<file path="src/shared/cmb_pkg.sv">
// Constants shared by the CAN message buffer and acceptance filter block
// Operation
// - Two-deep receive FIFO, hidden and visible buffer
// - Receive buffers hold thirteen bytes each
// - Receive full only for accepted good frames
// - Background written during reception, filtered in parallel
// - Accepted frame copied when receive full clear
// - Own frames stay in background unless loop-back
// - Lost arbitration continues as normal receiver
// - Both buffers full: discard, flag overrun
// - Three transmit buffers plus priority bytes
// - Successful send sets empty flag, interrupt
// - Lowest priority value transmits first
// - Reselect buffer at every arbitration attempt
// - Abort unless on bus; acknowledge shows outcome
// - Pattern compared, mask bits are don't care
// - Two-bit hit index, lowest filter wins
// - Single mode: one 32-bit filter
// - Dual mode: two 16-bit filters
// - Quad mode: four 8-bit filters
// - Closed mode never fills foreground buffer
// - Write one clears flag; set wins
// - Interrupt pending while any flag set; code also needs that flag's enable, and abort acknowledge raises none
package cmb_pkg;
  localparam int BUF_BYTES = 13;
  localparam int IDX_W     = 4;
  localparam int BYTE_W    = 8;
  localparam int ID_W      = 32;
  localparam int HALF_W    = 16;
  localparam int NUM_TX    = 3;
  localparam int SEL_W     = 2;
  localparam int FIFO_DEPTH = 8;
  localparam int WORD_W    = 10;
  localparam int WORD_LAST = 8;
  localparam int WORD_GOOD = 9;
  localparam int ID_BYTES  = 4;
  localparam logic [NUM_TX-1:0] EMPTY_RESET = 3'h7;
  localparam logic [IDX_W-1:0] LAST_IDX  = 4'hC;
  localparam logic [IDX_W-1:0] ID_END    = 4'h4;
  localparam logic [1:0] MODE_SINGLE = 2'h0;
  localparam logic [1:0] MODE_DUAL   = 2'h1;
  localparam logic [1:0] MODE_QUAD   = 2'h2;
  localparam logic [1:0] MODE_CLOSED = 2'h3;
endpackage

</file>
<file path="src/rtl/cmb_can_buffers.sv">
// Receive FIFO, transmit buffers and scheduling of the CAN controller
`timescale 1ns/1ps
module cmb_can_buffers (
  input  wire logic                      clk,
  input  wire logic                      rst,
  input  wire logic                      rxValid,
  output wire logic                      rxReady,
  input  wire logic [cmb_pkg::BYTE_W-1:0] rxByte,
  input  wire logic                      rxLast,
  input  wire logic                      rxGood,
  input  wire logic                      txActive,
  input  wire logic                      loopBack,
  output wire logic                      ackEnable,
  input  wire logic [1:0]                filterMode,
  input  wire logic [cmb_pkg::ID_W-1:0]  acceptancePatternBytes,
  input  wire logic [cmb_pkg::ID_W-1:0]  acceptanceMaskBytes,
  input  wire logic                      receiveFullClr,
  input  wire logic                      rxIe,
  input  wire logic                      overrunClr,
  input  wire logic                      overrunIe,
  input  wire logic [cmb_pkg::IDX_W-1:0] fgAddr,
  output logic      [cmb_pkg::BYTE_W-1:0] fgData,
  output wire logic                      receiveFullFlag,
  output wire logic                      filterHitBitHigh,
  output wire logic                      filterHitBitLow,
  output wire logic                      overrun,
  output wire logic                      rxIrq,
  output wire logic                      errIrq,
  input  wire logic                      txWrEn,
  input  wire logic                      rankWrEn,
  input  wire logic [cmb_pkg::SEL_W-1:0] txWrBuf,
  input  wire logic [cmb_pkg::IDX_W-1:0] txWrAddr,
  input  wire logic [cmb_pkg::BYTE_W-1:0] txWrData,
  input  wire logic [cmb_pkg::NUM_TX-1:0] transmitEmptyClr,
  input  wire logic [cmb_pkg::NUM_TX-1:0] abortRequestSet,
  input  wire logic [cmb_pkg::NUM_TX-1:0] txIe,
  output wire logic [cmb_pkg::NUM_TX-1:0] transmitEmptyFlag,
  output wire logic [cmb_pkg::NUM_TX-1:0] abortRequestBit,
  output wire logic [cmb_pkg::NUM_TX-1:0] abortAcknowledgeBit,
  output wire logic                      txIrq,
  input  wire logic                      arbStart,
  input  wire logic                      txDone,
  input  wire logic                      txFail,
  input  wire logic [cmb_pkg::IDX_W-1:0] txRdAddr,
  output wire logic                      txPending,
  output wire logic [cmb_pkg::SEL_W-1:0] txSel,
  output logic      [cmb_pkg::BYTE_W-1:0] txRdData
);
  localparam int NB = cmb_pkg::BUF_BYTES;
  localparam int NT = cmb_pkg::NUM_TX;
  localparam int BW = cmb_pkg::BYTE_W;

  // Receive storage
  logic [BW-1:0]              rxBackgroundBuffer [NB];
  logic [BW-1:0]              rxForegroundBuffer [NB];
  logic [BW-1:0]              idCap_r [cmb_pkg::ID_BYTES];
  logic [cmb_pkg::IDX_W-1:0]  byteIdx_r;
  logic                       commit_r;
  logic                       commitGood_r;
  logic                       commitOwn_r;
  logic                       rxFull_r;
  logic                       bgHeld_r;
  logic [1:0]                 hitBg_r;
  logic [1:0]                 fgHit_r;
  logic                       overrun_r;

  wire                        fifoValid;
  wire [cmb_pkg::WORD_W-1:0]  fifoData;
  // Drain stalls one cycle per frame end so the filter sees a stable identifier
  wire                        fifoReady = !commit_r;
  wire                        pop       = fifoValid && fifoReady;
  wire                        popLast   = pop && fifoData[cmb_pkg::WORD_LAST];
  wire                        inBuf     = (byteIdx_r <= cmb_pkg::LAST_IDX);
  wire                        storeBg   = pop && inBuf && !bgHeld_r;
  wire                        storeId   = pop && (byteIdx_r < cmb_pkg::ID_END);

  cmb_fifo #(
    .WIDTH (cmb_pkg::WORD_W),
    .DEPTH (cmb_pkg::FIFO_DEPTH)
  ) u_fifo (
    .clk      (clk),
    .rst      (rst),
    .inValid  (rxValid),
    .inReady  (rxReady),
    .inData   ({rxGood, rxLast, rxByte}),
    .outValid (fifoValid),
    .outReady (fifoReady),
    .outData  (fifoData)
  );

  wire                        fHit;
  wire [1:0]                  fHitIdx;
  cmb_filter u_filter (
    .idBytes                ({idCap_r[0], idCap_r[1], idCap_r[2], idCap_r[3]}),
    .acceptancePatternBytes (acceptancePatternBytes),
    .acceptanceMaskBytes    (acceptanceMaskBytes),
    .filterMode             (filterMode),
    .hit                    (fHit),
    .hitIdx                 (fHitIdx)
  );

  // Own frames outside loop-back are never accepted
  wire accept     = commit_r && commitGood_r && !commitOwn_r && fHit;
  wire copyDirect = accept && !bgHeld_r && !rxFull_r;
  wire copyHeld   = bgHeld_r && !rxFull_r;
  wire copyFg     = copyDirect || copyHeld;
  wire holdBg     = accept && !bgHeld_r && rxFull_r;
  wire overrunEv  = accept && bgHeld_r;

  assign ackEnable        = !(txActive && !loopBack);
  assign receiveFullFlag  = rxFull_r;
  assign filterHitBitHigh = fgHit_r[1];
  assign filterHitBitLow  = fgHit_r[0];
  assign overrun          = overrun_r;
  assign rxIrq            = rxFull_r && rxIe;
  assign errIrq           = overrun_r && overrunIe;

  always_ff @(posedge clk) begin
    if (storeBg) rxBackgroundBuffer[byteIdx_r] <= fifoData[BW-1:0];
    if (storeId) idCap_r[byteIdx_r[1:0]] <= fifoData[BW-1:0];
  end

  always_ff @(posedge clk) begin
    if (copyFg) rxForegroundBuffer <= rxBackgroundBuffer;
  end

  always_ff @(posedge clk) begin
    if (rst) begin
      byteIdx_r    <= '0;
      commit_r     <= 1'b0;
      commitGood_r <= 1'b0;
      commitOwn_r  <= 1'b0;
    end else begin
      commit_r <= popLast;
      if (popLast) begin
        byteIdx_r    <= '0;
        commitGood_r <= fifoData[cmb_pkg::WORD_GOOD];
        commitOwn_r  <= txActive && !loopBack;
      end else if (pop && inBuf) begin
        byteIdx_r <= byteIdx_r + 1'b1;
      end
    end
  end

  always_ff @(posedge clk) begin
    if (rst) begin
      rxFull_r  <= 1'b0;
      bgHeld_r  <= 1'b0;
      hitBg_r   <= 2'h0;
      fgHit_r   <= 2'h0;
      overrun_r <= 1'b0;
    end else begin
      // Copy needs receive full clear; a copy wins over a same-cycle clear
      if (copyFg) rxFull_r <= 1'b1;
      else if (receiveFullClr) rxFull_r <= 1'b0;
      if (holdBg) bgHeld_r <= 1'b1;
      else if (copyHeld) bgHeld_r <= 1'b0;
      if (holdBg) hitBg_r <= fHitIdx;
      if (copyFg) fgHit_r <= copyHeld ? hitBg_r : fHitIdx;
      if (overrunEv) overrun_r <= 1'b1;
      else if (overrunClr) overrun_r <= 1'b0;
    end
  end

  always_ff @(posedge clk) begin
    if (rst) fgData <= '0;
    else if (fgAddr <= cmb_pkg::LAST_IDX) fgData <= rxForegroundBuffer[fgAddr];
    else fgData <= '0;
  end

  // Transmit storage
  logic [BW-1:0]             txBuf [NT][NB];
  logic [BW-1:0]             localPriorityField [NT];
  logic [NT-1:0]             txEmpty_r;
  logic [NT-1:0]             abortReq_r;
  logic [NT-1:0]             abortAck_r;
  logic [cmb_pkg::SEL_W-1:0] txSel_r;
  logic                      onBus_r;
  logic [cmb_pkg::SEL_W-1:0] best;
  logic                      anyPending;

  wire [NT-1:0] pending = ~txEmpty_r;
  wire          wrOk    = (txWrBuf < cmb_pkg::SEL_W'(NT)) && txEmpty_r[txWrBuf];

  // Lowest value wins; ties go to the lower buffer number
  always_comb begin
    best       = '0;
    anyPending = 1'b0;
    for (int i = 0; i < NT; i++) begin
      if (pending[i] && (!anyPending || localPriorityField[i] < localPriorityField[best])) begin
        best       = cmb_pkg::SEL_W'(i);
        anyPending = 1'b1;
      end
    end
  end

  logic [NT-1:0] abortGo;
  logic [NT-1:0] doneHit;
  always_comb begin
    for (int i = 0; i < NT; i++) begin
      abortGo[i] = abortReq_r[i] && pending[i] && !(onBus_r && txSel_r == cmb_pkg::SEL_W'(i));
      doneHit[i] = txDone && onBus_r && txSel_r == cmb_pkg::SEL_W'(i);
    end
  end

  assign transmitEmptyFlag   = txEmpty_r;
  assign abortRequestBit     = abortReq_r;
  assign abortAcknowledgeBit = abortAck_r;
  assign txIrq               = |(txEmpty_r & txIe);
  assign txPending           = anyPending;
  assign txSel               = txSel_r;

  always_ff @(posedge clk) begin
    if (txWrEn && wrOk && txWrAddr <= cmb_pkg::LAST_IDX) txBuf[txWrBuf][txWrAddr] <= txWrData;
    if (rankWrEn && wrOk) localPriorityField[txWrBuf] <= txWrData;
  end

  always_ff @(posedge clk) begin
    if (rst) begin
      txEmpty_r  <= cmb_pkg::EMPTY_RESET;
      abortReq_r <= '0;
      abortAck_r <= '0;
      txSel_r    <= '0;
      onBus_r    <= 1'b0;
    end else begin
      // Setting the empty flag wins over a same-cycle clear
      txEmpty_r  <= (txEmpty_r & ~transmitEmptyClr) | doneHit | abortGo;
      abortAck_r <= (abortAck_r & ~(transmitEmptyClr & txEmpty_r) & ~doneHit) | abortGo;
      abortReq_r <= (abortReq_r | (abortRequestSet & pending)) & ~doneHit & ~abortGo;
      if (arbStart && anyPending) begin
        txSel_r <= best;
        onBus_r <= 1'b1;
      end else if (txDone || txFail) begin
        onBus_r <= 1'b0;
      end
    end
  end

  always_ff @(posedge clk) begin
    if (rst) txRdData <= '0;
    else if (txRdAddr <= cmb_pkg::LAST_IDX) txRdData <= txBuf[txSel_r][txRdAddr];
    else txRdData <= '0;
  end
endmodule // cmb_can_buffers

</file>
<file path="src/rtl/cmb_fifo.sv">
// Parameterised valid/ready FIFO for the receive byte stream
`timescale 1ns/1ps
module cmb_fifo #(
  parameter int WIDTH = 10,
  parameter int DEPTH = 8
) (
  input  wire logic             clk,
  input  wire logic             rst,
  input  wire logic             inValid,
  output wire logic             inReady,
  input  wire logic [WIDTH-1:0] inData,
  output wire logic             outValid,
  input  wire logic             outReady,
  output wire logic [WIDTH-1:0] outData
);
  localparam int PTR_W = $clog2(DEPTH);
  logic [WIDTH-1:0] mem [DEPTH];
  logic [PTR_W:0]   wrPtr_r;
  logic [PTR_W:0]   rdPtr_r;
  wire              full  = (wrPtr_r[PTR_W] != rdPtr_r[PTR_W]) && (wrPtr_r[PTR_W-1:0] == rdPtr_r[PTR_W-1:0]);
  wire              empty = (wrPtr_r == rdPtr_r);
  wire              push  = inValid && !full;
  wire              pop   = outReady && !empty;
  assign inReady  = !full;
  assign outValid = !empty;
  assign outData  = mem[rdPtr_r[PTR_W-1:0]];
  always_ff @(posedge clk) begin
    if (push) begin
      mem[wrPtr_r[PTR_W-1:0]] <= inData;
    end
  end
  always_ff @(posedge clk) begin
    if (rst) begin
      wrPtr_r <= '0;
      rdPtr_r <= '0;
    end else begin
      if (push) wrPtr_r <= wrPtr_r + 1'b1;
      if (pop) rdPtr_r <= rdPtr_r + 1'b1;
    end
  end
endmodule // cmb_fifo

</file>
<file path="src/rtl/cmb_filter.sv">
// Maskable identifier acceptance filter bank
`timescale 1ns/1ps
module cmb_filter (
  input  wire logic [cmb_pkg::ID_W-1:0] idBytes,
  input  wire logic [cmb_pkg::ID_W-1:0] acceptancePatternBytes,
  input  wire logic [cmb_pkg::ID_W-1:0] acceptanceMaskBytes,
  input  wire logic [1:0]               filterMode,
  output wire logic                     hit,
  output wire logic [1:0]               hitIdx
);
  localparam int B = cmb_pkg::BYTE_W;
  localparam int H = cmb_pkg::HALF_W;
  localparam int W = cmb_pkg::ID_W;
  // Bit matches where equal or masked
  wire [W-1:0] eqFull = ~(idBytes ^ acceptancePatternBytes) | acceptanceMaskBytes;
  wire [H-1:0] eqHalf1 = ~(idBytes[W-1 -: H] ^ acceptancePatternBytes[H-1:0]) | acceptanceMaskBytes[H-1:0];
  wire [B-1:0] eqQ1 = ~(idBytes[W-1 -: B] ^ acceptancePatternBytes[W-B-1 -: B]) | acceptanceMaskBytes[W-B-1 -: B];
  wire [B-1:0] eqQ2 = ~(idBytes[W-1 -: B] ^ acceptancePatternBytes[H-1 -: B]) | acceptanceMaskBytes[H-1 -: B];
  wire [B-1:0] eqQ3 = ~(idBytes[W-1 -: B] ^ acceptancePatternBytes[B-1:0]) | acceptanceMaskBytes[B-1:0];
  wire single = (filterMode == cmb_pkg::MODE_SINGLE);
  wire dual   = (filterMode == cmb_pkg::MODE_DUAL);
  wire quad   = (filterMode == cmb_pkg::MODE_QUAD);
  wire f0 = (single && (&eqFull)) || (dual && (&eqFull[W-1 -: H])) || (quad && (&eqFull[W-1 -: B]));
  wire f1 = (dual && (&eqHalf1)) || (quad && (&eqQ1));
  wire f2 = quad && (&eqQ2);
  wire f3 = quad && (&eqQ3);
  // Closed mode leaves every section false
  assign hit    = f0 || f1 || f2 || f3;
  assign hitIdx = f0 ? 2'h0 : f1 ? 2'h1 : f2 ? 2'h2 : 2'h3;
endmodule // cmb_filter

</file>
<file path="config.mk">
export PLATFORM = sky130hd
export DESIGN_NAME = cmb_can_buffers
export DESIGN_NICKNAME = d
export VERILOG_FILES = /design/src/shared/cmb_pkg.sv /design/src/rtl/cmb_can_buffers.sv /design/src/rtl/cmb_fifo.sv /design/src/rtl/cmb_filter.sv
export SDC_FILE = /design/constraint.sdc
export NUM_CORES = 1
export LEC_CHECK = 0
export BUFFER_PORTS_ARGS = -buffer_cell sky130_fd_sc_hd__buf_2
export CAP_MARGIN = 20
export CELL_PAD_IN_SITES_DETAIL_PLACEMENT = 0
export CELL_PAD_IN_SITES_GLOBAL_PLACEMENT = 2
export CORE_MARGIN = 10
export CORE_UTILIZATION = 50
export CTS_CLUSTER_SIZE = 25
export DETAILED_ROUTE_END_ITERATION = 8
export HOLD_SLACK_MARGIN = 0.15
export PLACE_DENSITY_LB_ADDON = 0.1
export REMOVE_ABC_BUFFERS = 1
export SLEW_MARGIN = 10
export SYNTH_ARGS = -nofsm -noshare
export SYNTH_HDL_FRONTEND = slang
export SYNTH_HIERARCHICAL = 1
export SYNTH_SLANG_ARGS = --single-unit
</file>
<file path="constraint.sdc">
create_clock -name clk -period 20.3 [get_ports clk]
set_input_delay 4.06 -clock clk [delete_from_list [all_inputs] [get_ports clk]]
set_output_delay 4.06 -clock clk [all_outputs]
set_load 0.02 [all_outputs]
</file>
==> results of run 1 <==
## critical path, delay by kind of cell
family,cells,cell delay (ns)
buf+inv,3,0.32
compound gates,1,0.31
## placed cells by master, fill, tap and decap left out, drive strengths merged, types with 28 or more instances in the layout
master,count
a21oi,28
buf,172
clkbuf,97
clkinv,29
dfxtp,55
edfxtp,656
inv,35
mux2i,65
mux4,98
nand2,63
nor2,93
o21ai,41
o22ai,44
xnor2,69
## power groups by stage
stage          Combinational, W  Sequential (W)  Clock [W]
2_1_floorplan          0.000227         0.00178          0
3_3_place_gp           0.000384         0.00178          0
3_5_place_dp           0.000387         0.00178          0
4_1_cts                0.000388         0.00175    0.00131
5_1_grt                0.000417         0.00175    0.00138
6_report               0.000383         0.00175    0.00128
## registers in the layout, indices dropped and copies added, names as in the netlist, 2 cells and up, named ones only
register / flops
abortRequestBit: 3
hitBg_r: 2
abortAcknowledgeBit: 3
txSel: 2
fgHit_r: 2
rxBackgroundBuffer: 104
u_fifo/mem: 80
idCap_r: 32
u_fifo/rdPtr_r: 4
fgData: 8
byteIdx_r: 4
transmitEmptyFlag: 3
txBuf: 312
u_fifo/wrPtr_r: 4
txRdData: 8
localPriorityField: 24
rxForegroundBuffer: 104
## how the worst max path moves through the flow
stage | start | end | slack, ns | cells past startpoint
3_5_place_dp | txIe[0] | txIrq | 11.54 | 4
5_1_grt | txIe[0] | txIrq | 11.49 | 4
2_1_floorplan | filterMode[0] | rxForegroundBuffer[0]$_DFFE_PP_ | 9.87 | 9
3_3_place_gp | txIe[0] | txIrq | 11.52 | 4
6_report | txIe[0] | txIrq | 11.55 | 4
4_1_cts | txIe[0] | txIrq | 11.53 | 4
## cell families after synthesis
logic type | Yosys count | share of synthesized area [%]
DFF | 711 | 73.83
and+or+nand+nor | 288 | 5.138
AOI/OAI and AO/OA | 188 | 4.485
muxes | 188 | 11.17
buffers and inverters | 106 | 2.043
xor gates and xnor gates | 75 | 2.451
adders and majority gates | 20 | 0.8882
## layout make-up
| class | instances | area, sq um |
|---|---|---|
| sequential | 711 | 20810 |
| clock inverter | 39 | 306.5 |
| multi-input combinational | 759 | 6897 |
| inverter | 32 | 120.1 |
| antenna | 2 | 5.005 |
| timing repair buffer | 172 | 924.6 |
| fill | 4271 | 23410 |
| tap | 748 | 935.9 |
| clock buffer | 97 | 2011 |
## stage by stage
stage | worst slack [ns] | total power, W | util (%) | area (sq um)
finish | 11.55 | 0.003413 | 57.75 | 32000
global placement | 11.52 | 0.002164 | 53.49 | 29640
detailed placement | 11.54 | 0.002167 | 53.51 | 29650
CTS | 11.53 | 0.003451 | 57.69 | 31970
global route | 11.49 | 0.003547 | 57.74 | 32000
floorplan | 9.868 | 0.002002 | - | 27720
## metal layers
metal | wire length, um | global-route usage [%] | up-vias
li1 | - | - | 6595
met1 | 28590 | 26.72 | 7305
met2 | 27510 | 27.59 | 413
met3 | 3573 | 3.592 | 72
met4 | 1064 | 5.163 | 0
met5 | 0 | 0 | -
==> reports/metrics.yaml, run 1 <==
outcome:
  status: "completed"
routing:
  vias: 14385
  drcViolationCount: 0
  wire_per_inst_um: 23.72
  firstDrtPassIters: 5
  ant_nets: 0
  viasPerCell: 5.619
  drt_iter0_drc: 1301
  drt_wl_total_mm: 60.73
placement:
  dp.cells: 2421
  port_buffers: 157
  place_congestion: 0.8084
  dpl.hpwl_mm: 38.98
setup_path:
  worstPathArrival_ns: 4.69
  rr_startpoint: "idCap_r[0][3]$_DFFE_PP_"
  cp.required_ns: 16.24
  worst_path_max_delay_cell: "a222oi_1"
  path_class: "in2out"
  startpoint_type: "input pin"
  crit_path_end_kind: "output port"
  r2r-end: "rxForegroundBuffer[88]$_DFFE_PP_"
  cp_max_fo: 1
  critPathMaxStageDelay_ns: 0.31
  cpMostUsedCell: "buf_2"
  reg2reg_slack_ns: 16.32
  path_cells: "buf_2 > a222oi_1 > inv_1 > buf_2"
  rr_worst_depth: 11
logic_synthesis:
  synthTopCellsByCount: "edfxtp_1, mux4_2, nor2_1"
  ys_ff_latch: 711
  synth_top_area_share_pct: 69.92
  syn_inst: 1576
  yosys.area.top_type: "edfxtp_1"
  synth-main-ff-cell: "edfxtp_1"
  synth-async-reset-ratio_pct: 0
  yosysWarnings: 6
  synth_area_sq_um: 28170
  synth_cell_types: 75
  synth_top_cells_by_area: "edfxtp_1, mux4_2, dfxtp_1"
  synth_edf_count: 656
  synth_seq_area_share_pct: 73.83
  syn_avg_cell_area_sq_um: 17.88
  yosysMostFrequentCell: "edfxtp_1"
global_routing:
  grtUsageTotal_pct: 18.28
  antenna_found_initial: 1
  grt_pass1_vias: 14767
  grt_max_degree: 91
  grt_pass1_wl_mm: 92.23
  gr-total-overflow: 0
timing:
  final.setup.tns_ns: 0
  fin_crit_sh_pct: 43.09
  max_freq_mhz: 114.3
  rsz0062_at_grt: "no"
  maxSlewViolCount: 0
  final_hold_viol_count: 0
  fin_skew_ns: 0.02706
  period_needed_ns: 8.748
  worst_hold_slack_ns: 0.4057
  finalSetupViolations: 0
  worst-slew-pin-transition_ns: 1.062
  slew_headroom_pct: 28.81
floorplan:
  rows: 86
  start_util_pct: 50.84
  fp.dieW_um: 257.4
  io_pins: 158
  die_height_um: 257.4
  dieArea_sq_um: 66240
  core-area_sq_um: 55420
worst_hold_path:
  hold-path-endpoint: "rxForegroundBuffer[3]$_DFFE_PP_"
  hold_depth: 0
  worstHoldStart: "rxBackgroundBuffer[3]$_DFFE_PP_"
  hold_class: "reg2reg"
clock_tree:
  cts.path.max_buffers: 3
  cts-buffers-inserted: 74
  clkTransAtPathRegs_ns: 0.06
  cts-root-buf: "clkbuf_16"
  insertion_delay_ns: 0.61
  cts_hold_buf: 0
  post-cts-setup-buffers: 0
  cts_tree: "done"
  ctsResizeCount: 0
  htree_levels: 3
  cts_sinks: 711
pwr:
  power_density_nw_per_um2: 106.6
  pwr-share-clk_pct: 37.6
  power_frac_seq_pct: 51.2
  intPower_w: 0.002588
  switching_share_pct: 24.17
  p_sw_w: 0.0008250
  p_leak_nw: 10.52
  combPwrFrac_pct: 11.2
  ir_drop_v: 0.00008764
finish:
  fin_cells: 2560
  nNetsFinal: 1891
  final_layout_size_suffix_gt1_share_pct: 23.59
  area_delta_synth_final_pct: 13.59
job:
  drv_cap: 0
(Power assumes the default switching activity.)
==> run 2, diff against run 1 <==
--- a/config.mk
+++ b/config.mk
@@ -5,12 +5,13 @@
 export SDC_FILE = /design/constraint.sdc
 export NUM_CORES = 1
 export LEC_CHECK = 0
+export ABC_AREA = 1
 export BUFFER_PORTS_ARGS = -buffer_cell sky130_fd_sc_hd__buf_2
 export CAP_MARGIN = 20
 export CELL_PAD_IN_SITES_DETAIL_PLACEMENT = 0
 export CELL_PAD_IN_SITES_GLOBAL_PLACEMENT = 2
 export CORE_MARGIN = 10
-export CORE_UTILIZATION = 50
+export CORE_UTILIZATION = 42
 export CTS_CLUSTER_SIZE = 25
 export DETAILED_ROUTE_END_ITERATION = 8
 export HOLD_SLACK_MARGIN = 0.15
==> constraint.sdc (replaced) <==
create_clock -name clk -period 8.3 [get_ports clk]
set_input_delay 1.66 -clock clk [delete_from_list [all_inputs] [get_ports clk]]
set_output_delay 1.66 -clock clk [all_outputs]
set_load 0.02 [all_outputs]
==> reports/metrics.yaml, run 2 <==
logic_synthesis:
  syn_inst: 2348  # was 1576
  syn_avg_cell_area_sq_um: 12.24  # was 17.88 sq um
  yosys.area.top_type: "edfxtp_1"  # unchanged
  yosysWarnings: 6  # unchanged
  synth_top_cells_by_area: "edfxtp_1, nand2_1, dfxtp_1"  # was edfxtp_1, mux4_2, dfxtp_1
  synth-main-ff-cell: "edfxtp_1"  # unchanged
  synth_edf_count: 656  # unchanged
  synth_cell_types: 58  # was 75
  ys_ff_latch: 711  # unchanged
  synth_seq_area_share_pct: 72.36  # was 73.83%
  synthTopCellsByCount: "edfxtp_1, nand2_1, nor2_1"  # was edfxtp_1, mux4_2, nor2_1
  synth-async-reset-ratio_pct: 0  # unchanged
  synth_top_area_share_pct: 68.53  # was 69.92%
  synth_area_sq_um: 28750  # was 28170 sq um
  yosysMostFrequentCell: "edfxtp_1"  # unchanged
finish:
  finalCoreUtilization_pct: 48.55  # was 57.75%
  final_layout_size_suffix_gt1_share_pct: 13.29  # was 23.59%
  top_regs: "txBuf x312, rxBackgroundBuffer x104, rxForegroundBuffer x104"  # unchanged
  nNetsFinal: 2651  # was 1891
  diodes: 0  # was 2
  mostFrequentLayoutCells: "edfxtp_1, nand2_1, nor2_1, buf_2, inv_1"  # was edfxtp_1, buf_2, mux4_2, nor2_1, clkbuf_16
  largest_reg_flops: 312  # unchanged
  final_area_sq_um: 32780  # was 32000 sq um
  top_register: "txBuf"  # unchanged
  area_delta_synth_final_pct: 14.02  # was 13.59%
  layout_commonest_cell: "edfxtp_1"  # unchanged
timing:
  fin_crit_sh_pct: 50.32
  final_hold_viol_count: 0  # unchanged
  maxSlewViolCount: 0  # unchanged
  final.setup.tns_ns: 0  # unchanged
  finalSetupViolations: 0  # unchanged
  rsz0062_at_grt: "no"  # unchanged
  worst-slew-pin-transition_ns: 1.039  # was 1.062 ns
  worst_hold_slack_ns: 0.3943  # was 0.4057 ns
  slew_headroom_pct: 30.72  # was 28.81%
  fin_skew_ns: 0.03000  # was 0.02706 ns
  max_freq_mhz: 239.4
  period_needed_ns: 4.177
clock_tree:
  ctsResizeCount: 0  # unchanged
  cts_tree: "done"  # unchanged
  post-cts-setup-buffers: 0  # unchanged
  insertion_delay_ns: 0.63  # was 0.61 ns
  cts_hold_buf: 0  # unchanged
  clkTransAtPathRegs_ns: 0.05  # was 0.06 ns
  htree_levels: 3  # unchanged
  cts.path.max_buffers: 3  # unchanged
  cts-root-buf: "clkbuf_16"  # unchanged
  cts_sinks: 711  # unchanged
  cts-buffers-inserted: 77  # was 74
routing:
  firstDrtPassIters: 5  # unchanged
  wire_per_inst_um: 21.92  # was 23.72 um
  drcViolationCount: 0  # unchanged
  ant_nets: 0  # unchanged
  drt_wl_total_mm: 75.55  # was 60.73 mm
  vias: 18094  # was 14385
  drt_iter0_drc: 1445  # was 1301
  viasPerCell: 5.251  # was 5.619
setup_path:
  path_class: "in2reg"  # was in2out
  startpoint_type: "input pin"  # unchanged
  reg2reg_slack_ns: 4.65  # was 16.32 ns
  r2r-end: "rxForegroundBuffer[79]$_DFFE_PP_"  # was rxForegroundBuffer[88]$_DFFE_PP_
  crit_end: "rxForegroundBuffer[79]$_DFFE_PP_"  # was txIrq
  rr_startpoint: "idCap_r[0][4]$_DFFE_PP_"  # was idCap_r[0][3]$_DFFE_PP_
  cp_max_fo: 62  # was 1
  cp.required_ns: 8.53  # was 16.24 ns
  crit_path_end_kind: "flop"  # was output port
  worstPathArrival_ns: 4.41  # was 4.69 ns
  rr_worst_depth: 15  # was 11
  worstSetupStartpoint: "acceptancePatternBytes[9]"  # was txIe[0]
placement:
  dpl.hpwl_mm: 47.86  # was 38.98 mm
  port_buffers: 157  # unchanged
  post_dp_cell_area_sq_um: 30310  # was 29650 sq um
  place_congestion: 0.7786  # was 0.8084
pwr:
  power_density_nw_per_um2: 268.1  # was 106.6 nW/um^2
  ir_drop_v: 0.0001944  # was 0.00008764 V
  p_leak_nw: 11.99  # was 10.52 nW
floorplan:
  io_pins: 158  # unchanged
  rows: 95  # was 86
  core-area_sq_um: 67510  # was 55420 sq um
  start_util_pct: 42.58  # was 50.84%
  fp.dieW_um: 281.6  # was 257.4 um
  die_height_um: 281.6  # was 257.4 um
  dieArea_sq_um: 79300  # was 66240 sq um
global_routing:
  antenna_found_initial: 1  # unchanged
  grtUsageTotal_pct: 18.91  # was 18.28%
  grt_pass1_vias: 18079  # was 14767
  grt_max_degree: 68  # was 91
  gr-total-overflow: 0  # unchanged
  grt_pass1_wl_mm: 113.5  # was 92.23 mm
job:
  drv_cap: 0  # unchanged
outcome:
  status: "completed"  # unchanged
worst_hold_path:
  hold_class: "reg2reg"  # unchanged
  worstHoldStart: "rxBackgroundBuffer[60]$_DFFE_PP_"  # was rxBackgroundBuffer[3]$_DFFE_PP_
[run 2: worst min path at each step]
stage | end | cells after the start
4_1_cts | rxForegroundBuffer[34]$_DFFE_PP_ | 0
6_report | rxForegroundBuffer[60]$_DFFE_PP_ | 0
3_3_place_gp | rxForegroundBuffer[87]$_DFFE_PP_ | 0
5_1_grt | rxForegroundBuffer[23]$_DFFE_PP_ | 0
3_5_place_dp | rxForegroundBuffer[102]$_DFFE_PP_ | 0
2_1_floorplan | rxForegroundBuffer[0]$_DFFE_PP_ | 0
[run 2: cell type report]
class | instances | area (sq um)
fill | 6085 | 34740
inverter | 156 | 588.1
clock buffer | 107 | 2111
clock inverter | 35 | 356.6
multi-input combinational | 1382 | 6850
timing repair buffer | 182 | 973.4
sequential | 711 | 20810
tap | 873 | 1092
[run 2: kinds of logic (layout without fill, tap and decap cells)]
logic type / Yosys count / after routing / synth area share, %
compound gates: 378 / 378 / 8.235
xor+xnor: 2 / 2 / 0.08708
fa+ha+maj: 20 / 20 / 0.8705
buf+inv: 255 / 480 / 3.922
flops: 711 / 711 / 72.36
mux: 20 / 20 / 0.6964
simple gates: 962 / 962 / 13.83
[run 2: report_power, final]
part	total [W]	switching (W)	internal, W
clock	0.00335	0.00140	0.00195
combinational	0.00111	0.000829	0.000279
sequential	0.00433	0.000115	0.00422
[run 2: worst max-delay path, stage by stage]
cell,delay [ns]
buf_2,0.13
nor2_1,0.10
nor2_1,0.05
nand2_1,0.05
nand2_1,0.06
nor2_1,0.18
nand2_1,0.12
nor2_2,0.13
nor2_2,0.05
nand4_1,0.11
nand4_1,0.17
inv_1,0.12
nor2_1,0.08
nor2_4,0.09
buf_4,0.50
buf_4,0.73
[run 2: metal layers]
metal  vias up  track usage, %  share of wire (%)
met5         -               0                  0
met1      8848           25.90                 46
li1       8706               -                  -
met2       451           30.92                 47
met4         0           5.032                2.0
met3        89           3.083                5.0
[run 2: through the flow]
step                total power [W]  instances  worst slack, ns
finish                     0.008787       3446            4.123
detailed placement         0.005541       3304            3.449
global placement           0.005517       3299            3.516
CTS                        0.008890       3446            4.095
global route               0.009156       3446            3.867
floorplan                  0.004993       2249           0.6505
==> run 3, diff against run 2 <==
==> constraint.sdc (replaced) <==
create_clock -name clk -period 4.1 [get_ports clk]
set_input_delay 0.82 -clock clk [delete_from_list [all_inputs] [get_ports clk]]
set_output_delay 0.82 -clock clk [all_outputs]
set_load 0.02 [all_outputs]
==> reports/metrics.yaml, run 3 (same netlist as run 2, synthesis figures left out) <==
clock_tree:
  cts-root-buf: "clkbuf_16"  # unchanged
  post-cts-setup-buffers: 0  # unchanged
  ctsResizeCount: 0  # unchanged
  cts_sinks: 711  # unchanged
  clkTransAtPathRegs_ns: 0.06  # was 0.05 ns
  cts_tree: "done"  # unchanged
  htree_levels: 3  # unchanged
  insertion_delay_ns: 0.61  # was 0.63 ns
  cts_hold_buf: 0  # unchanged
  cts-buffers-inserted: 77  # unchanged
  cts.path.max_buffers: 3  # unchanged
timing:
  finalSetupViolations: 0  # unchanged
  worst-slew-pin-transition_ns: 1.133  # was 1.039 ns
  final.setup.tns_ns: 0  # unchanged
  slew_headroom_pct: 24.50  # was 30.72%
  final_hold_viol_count: 0  # unchanged
  rsz0062_at_grt: "no"  # unchanged
  maxSlewViolCount: 0  # unchanged
  period_needed_ns: 2.958
  fin_crit_sh_pct: 72.14
  setup_ws_ns: 1.142  # was 4.123 ns
  max_freq_mhz: 338.1
  fin_skew_ns: 0.01950  # was 0.03000 ns
worst_hold_path:
  hold_class: "reg2reg"  # unchanged
setup_path:
  worst_path_max_delay_cell: "edfxtp_1"  # was buf_4
  crit_path_end_kind: "flop"  # unchanged
  path_class: "reg2reg"  # was in2reg
  cp_max_fo: 37  # was 62
  path_buf_inv: 2  # was 4
  cp.required_ns: 4.40  # was 8.53 ns
  path_cells: "nor2_1 > nor2_1 > nand2_1 > nand2_1 > nor2_1 > nand2_1 > nor2_2 > nor2_2 > nand4_1 > nand4_1 > inv_1 > nor2_1 > nor2_4 > buf_12"  # was buf_2 > nor2_1 > nor2_1 > nand2_1 > nand2_1 > nor2_1 > nand2_1 > nor2_2 > nor2_2 > nand4_1 > nand4_1 > inv_1 > nor2_1 > nor2_4 > buf_4 > buf_4
  startpoint_type: "flop"  # was input pin
  worstPathArrival_ns: 3.26  # was 4.41 ns
  cpMostUsedCell: "nor2_1"  # unchanged
  critPathMaxStageDelay_ns: 0.58  # was 0.73 ns
  critPathTopFamily: "simple AND/OR/NAND/NOR gates"  # was buffers and inverters
finish:
  mostFrequentLayoutCells: "edfxtp_1, nand2_1, nor2_1, buf_2, inv_1"  # unchanged
  largest_reg_flops: 312  # unchanged
  top_register: "txBuf"  # unchanged
  area_delta_synth_final_pct: 14.89  # was 14.02%
  diodes: 0  # unchanged
  top_regs: "txBuf x312, rxBackgroundBuffer x104, rxForegroundBuffer x104"  # unchanged
  layout_commonest_cell: "edfxtp_1"  # unchanged
  nNetsFinal: 2672  # was 2651
  final_area_sq_um: 33030  # was 32780 sq um
  final_layout_size_suffix_gt1_share_pct: 14.15  # was 13.29%
  fin_cells: 3467  # was 3446
placement:
  port_buffers: 157  # unchanged
  place_ws_ns: 0.6074  # was 3.449 ns
  dp.cells: 3325  # was 3304
  place_congestion: 0.8074  # was 0.7786
  dpl.hpwl_mm: 48.91  # was 47.86 mm
  post_dp_cell_area_sq_um: 30520  # was 30310 sq um
global_routing:
  grt_pass1_vias: 18125  # was 18079
  grt_pass1_wl_mm: 112.3  # was 113.5 mm
  grt_max_degree: 105  # was 68
  grtUsageTotal_pct: 18.77  # was 18.91%
  antenna_found_initial: 2  # was 1
  gr-total-overflow: 0  # unchanged
floorplan:
  die_height_um: 281.6  # unchanged
  io_pins: 158  # unchanged
  start_util_pct: 42.58  # unchanged
  core-area_sq_um: 67510  # unchanged
  fp.dieW_um: 281.6  # unchanged
  rows: 95  # unchanged
  dieArea_sq_um: 79300  # unchanged
routing:
  ant_nets: 0  # unchanged
  viasPerCell: 5.226  # was 5.251
  wl_met2_mm: 36.28  # was 35.79 mm
  vias: 18118  # was 18094
  firstDrtPassIters: 5  # unchanged
  wl_met1_mm: 33.22  # was 34.43 mm
  drt_wl_total_mm: 75.19  # was 75.55 mm
  routed-wl-met3_mm: 3.968  # was 3.813 mm
  highest_layer: "met5"  # was met4
  drcViolationCount: 0  # unchanged
  drt_iter0_drc: 1403  # was 1445
  wire_per_inst_um: 21.69  # was 21.92 um
job:
  drv_cap: 0  # unchanged
pwr:
  p_leak_nw: 12.15  # was 11.99 nW
  power_density_nw_per_um2: 542.0  # was 268.1 nW/um^2
  ir_drop_v: 0.0003423  # was 0.0001944 V
outcome:
  status: "completed"  # unchanged
## run 3: layout make-up
| type | count | area (sq um) |
|---|---|---|
| fillers | 6019 | 34490 |
| flip-flops and latches | 711 | 20810 |
| multi-input cells | 1382 | 6825 |
| clock buffers | 100 | 2054 |
| repair buffers | 203 | 1210 |
| well taps | 873 | 1092 |
| inverters | 156 | 588.1 |
| clock inverters | 42 | 450.4 |
## run 3: path summary, 6_finish.rpt
path | startpoint | to | slack (ns) | depth (start not counted)
min reg2reg | rxBackgroundBuffer[101]$_DFFE_PP_ | rxForegroundBuffer[101]$_DFFE_PP_ | 0.40 | 0
min | rxBackgroundBuffer[101]$_DFFE_PP_ | rxForegroundBuffer[101]$_DFFE_PP_ | 0.40 | 0
max reg2reg | idCap_r[0][4]$_DFFE_PP_ | rxForegroundBuffer[57]$_DFFE_PP_ | 1.14 | 14
max | idCap_r[0][4]$_DFFE_PP_ | rxForegroundBuffer[57]$_DFFE_PP_ | 1.14 | 14
## run 3: where the power goes
part | internal, W | total, W | switching [W]
sequential | 0.00854 | 0.00878 | 0.000245
combinational | 0.000582 | 0.00225 | 0.00167
clock | 0.00406 | 0.00686 | 0.00280
## run 3: metal layers
layer	track usage (%)	vias up
met5	0	-
met1	24.94	8794
li1	-	8734
met4	5.128	2
met3	3.331	120
met2	31.33	468
## run 3: metrics by stage
step | hold WS (ns) | utilization (%) | total power [W]
final | 0.4017 | 48.92 | 0.01790
after global routing | 0.3980 | 48.92 | 0.01867
after CTS | 0.3732 | 48.92 | 0.01812
after detailed placement | 0.4045 | 45.21 | 0.01124
after global placement | 0.4001 | 45.19 | 0.01121
after floorplan | 0.4003 | - | 0.01011
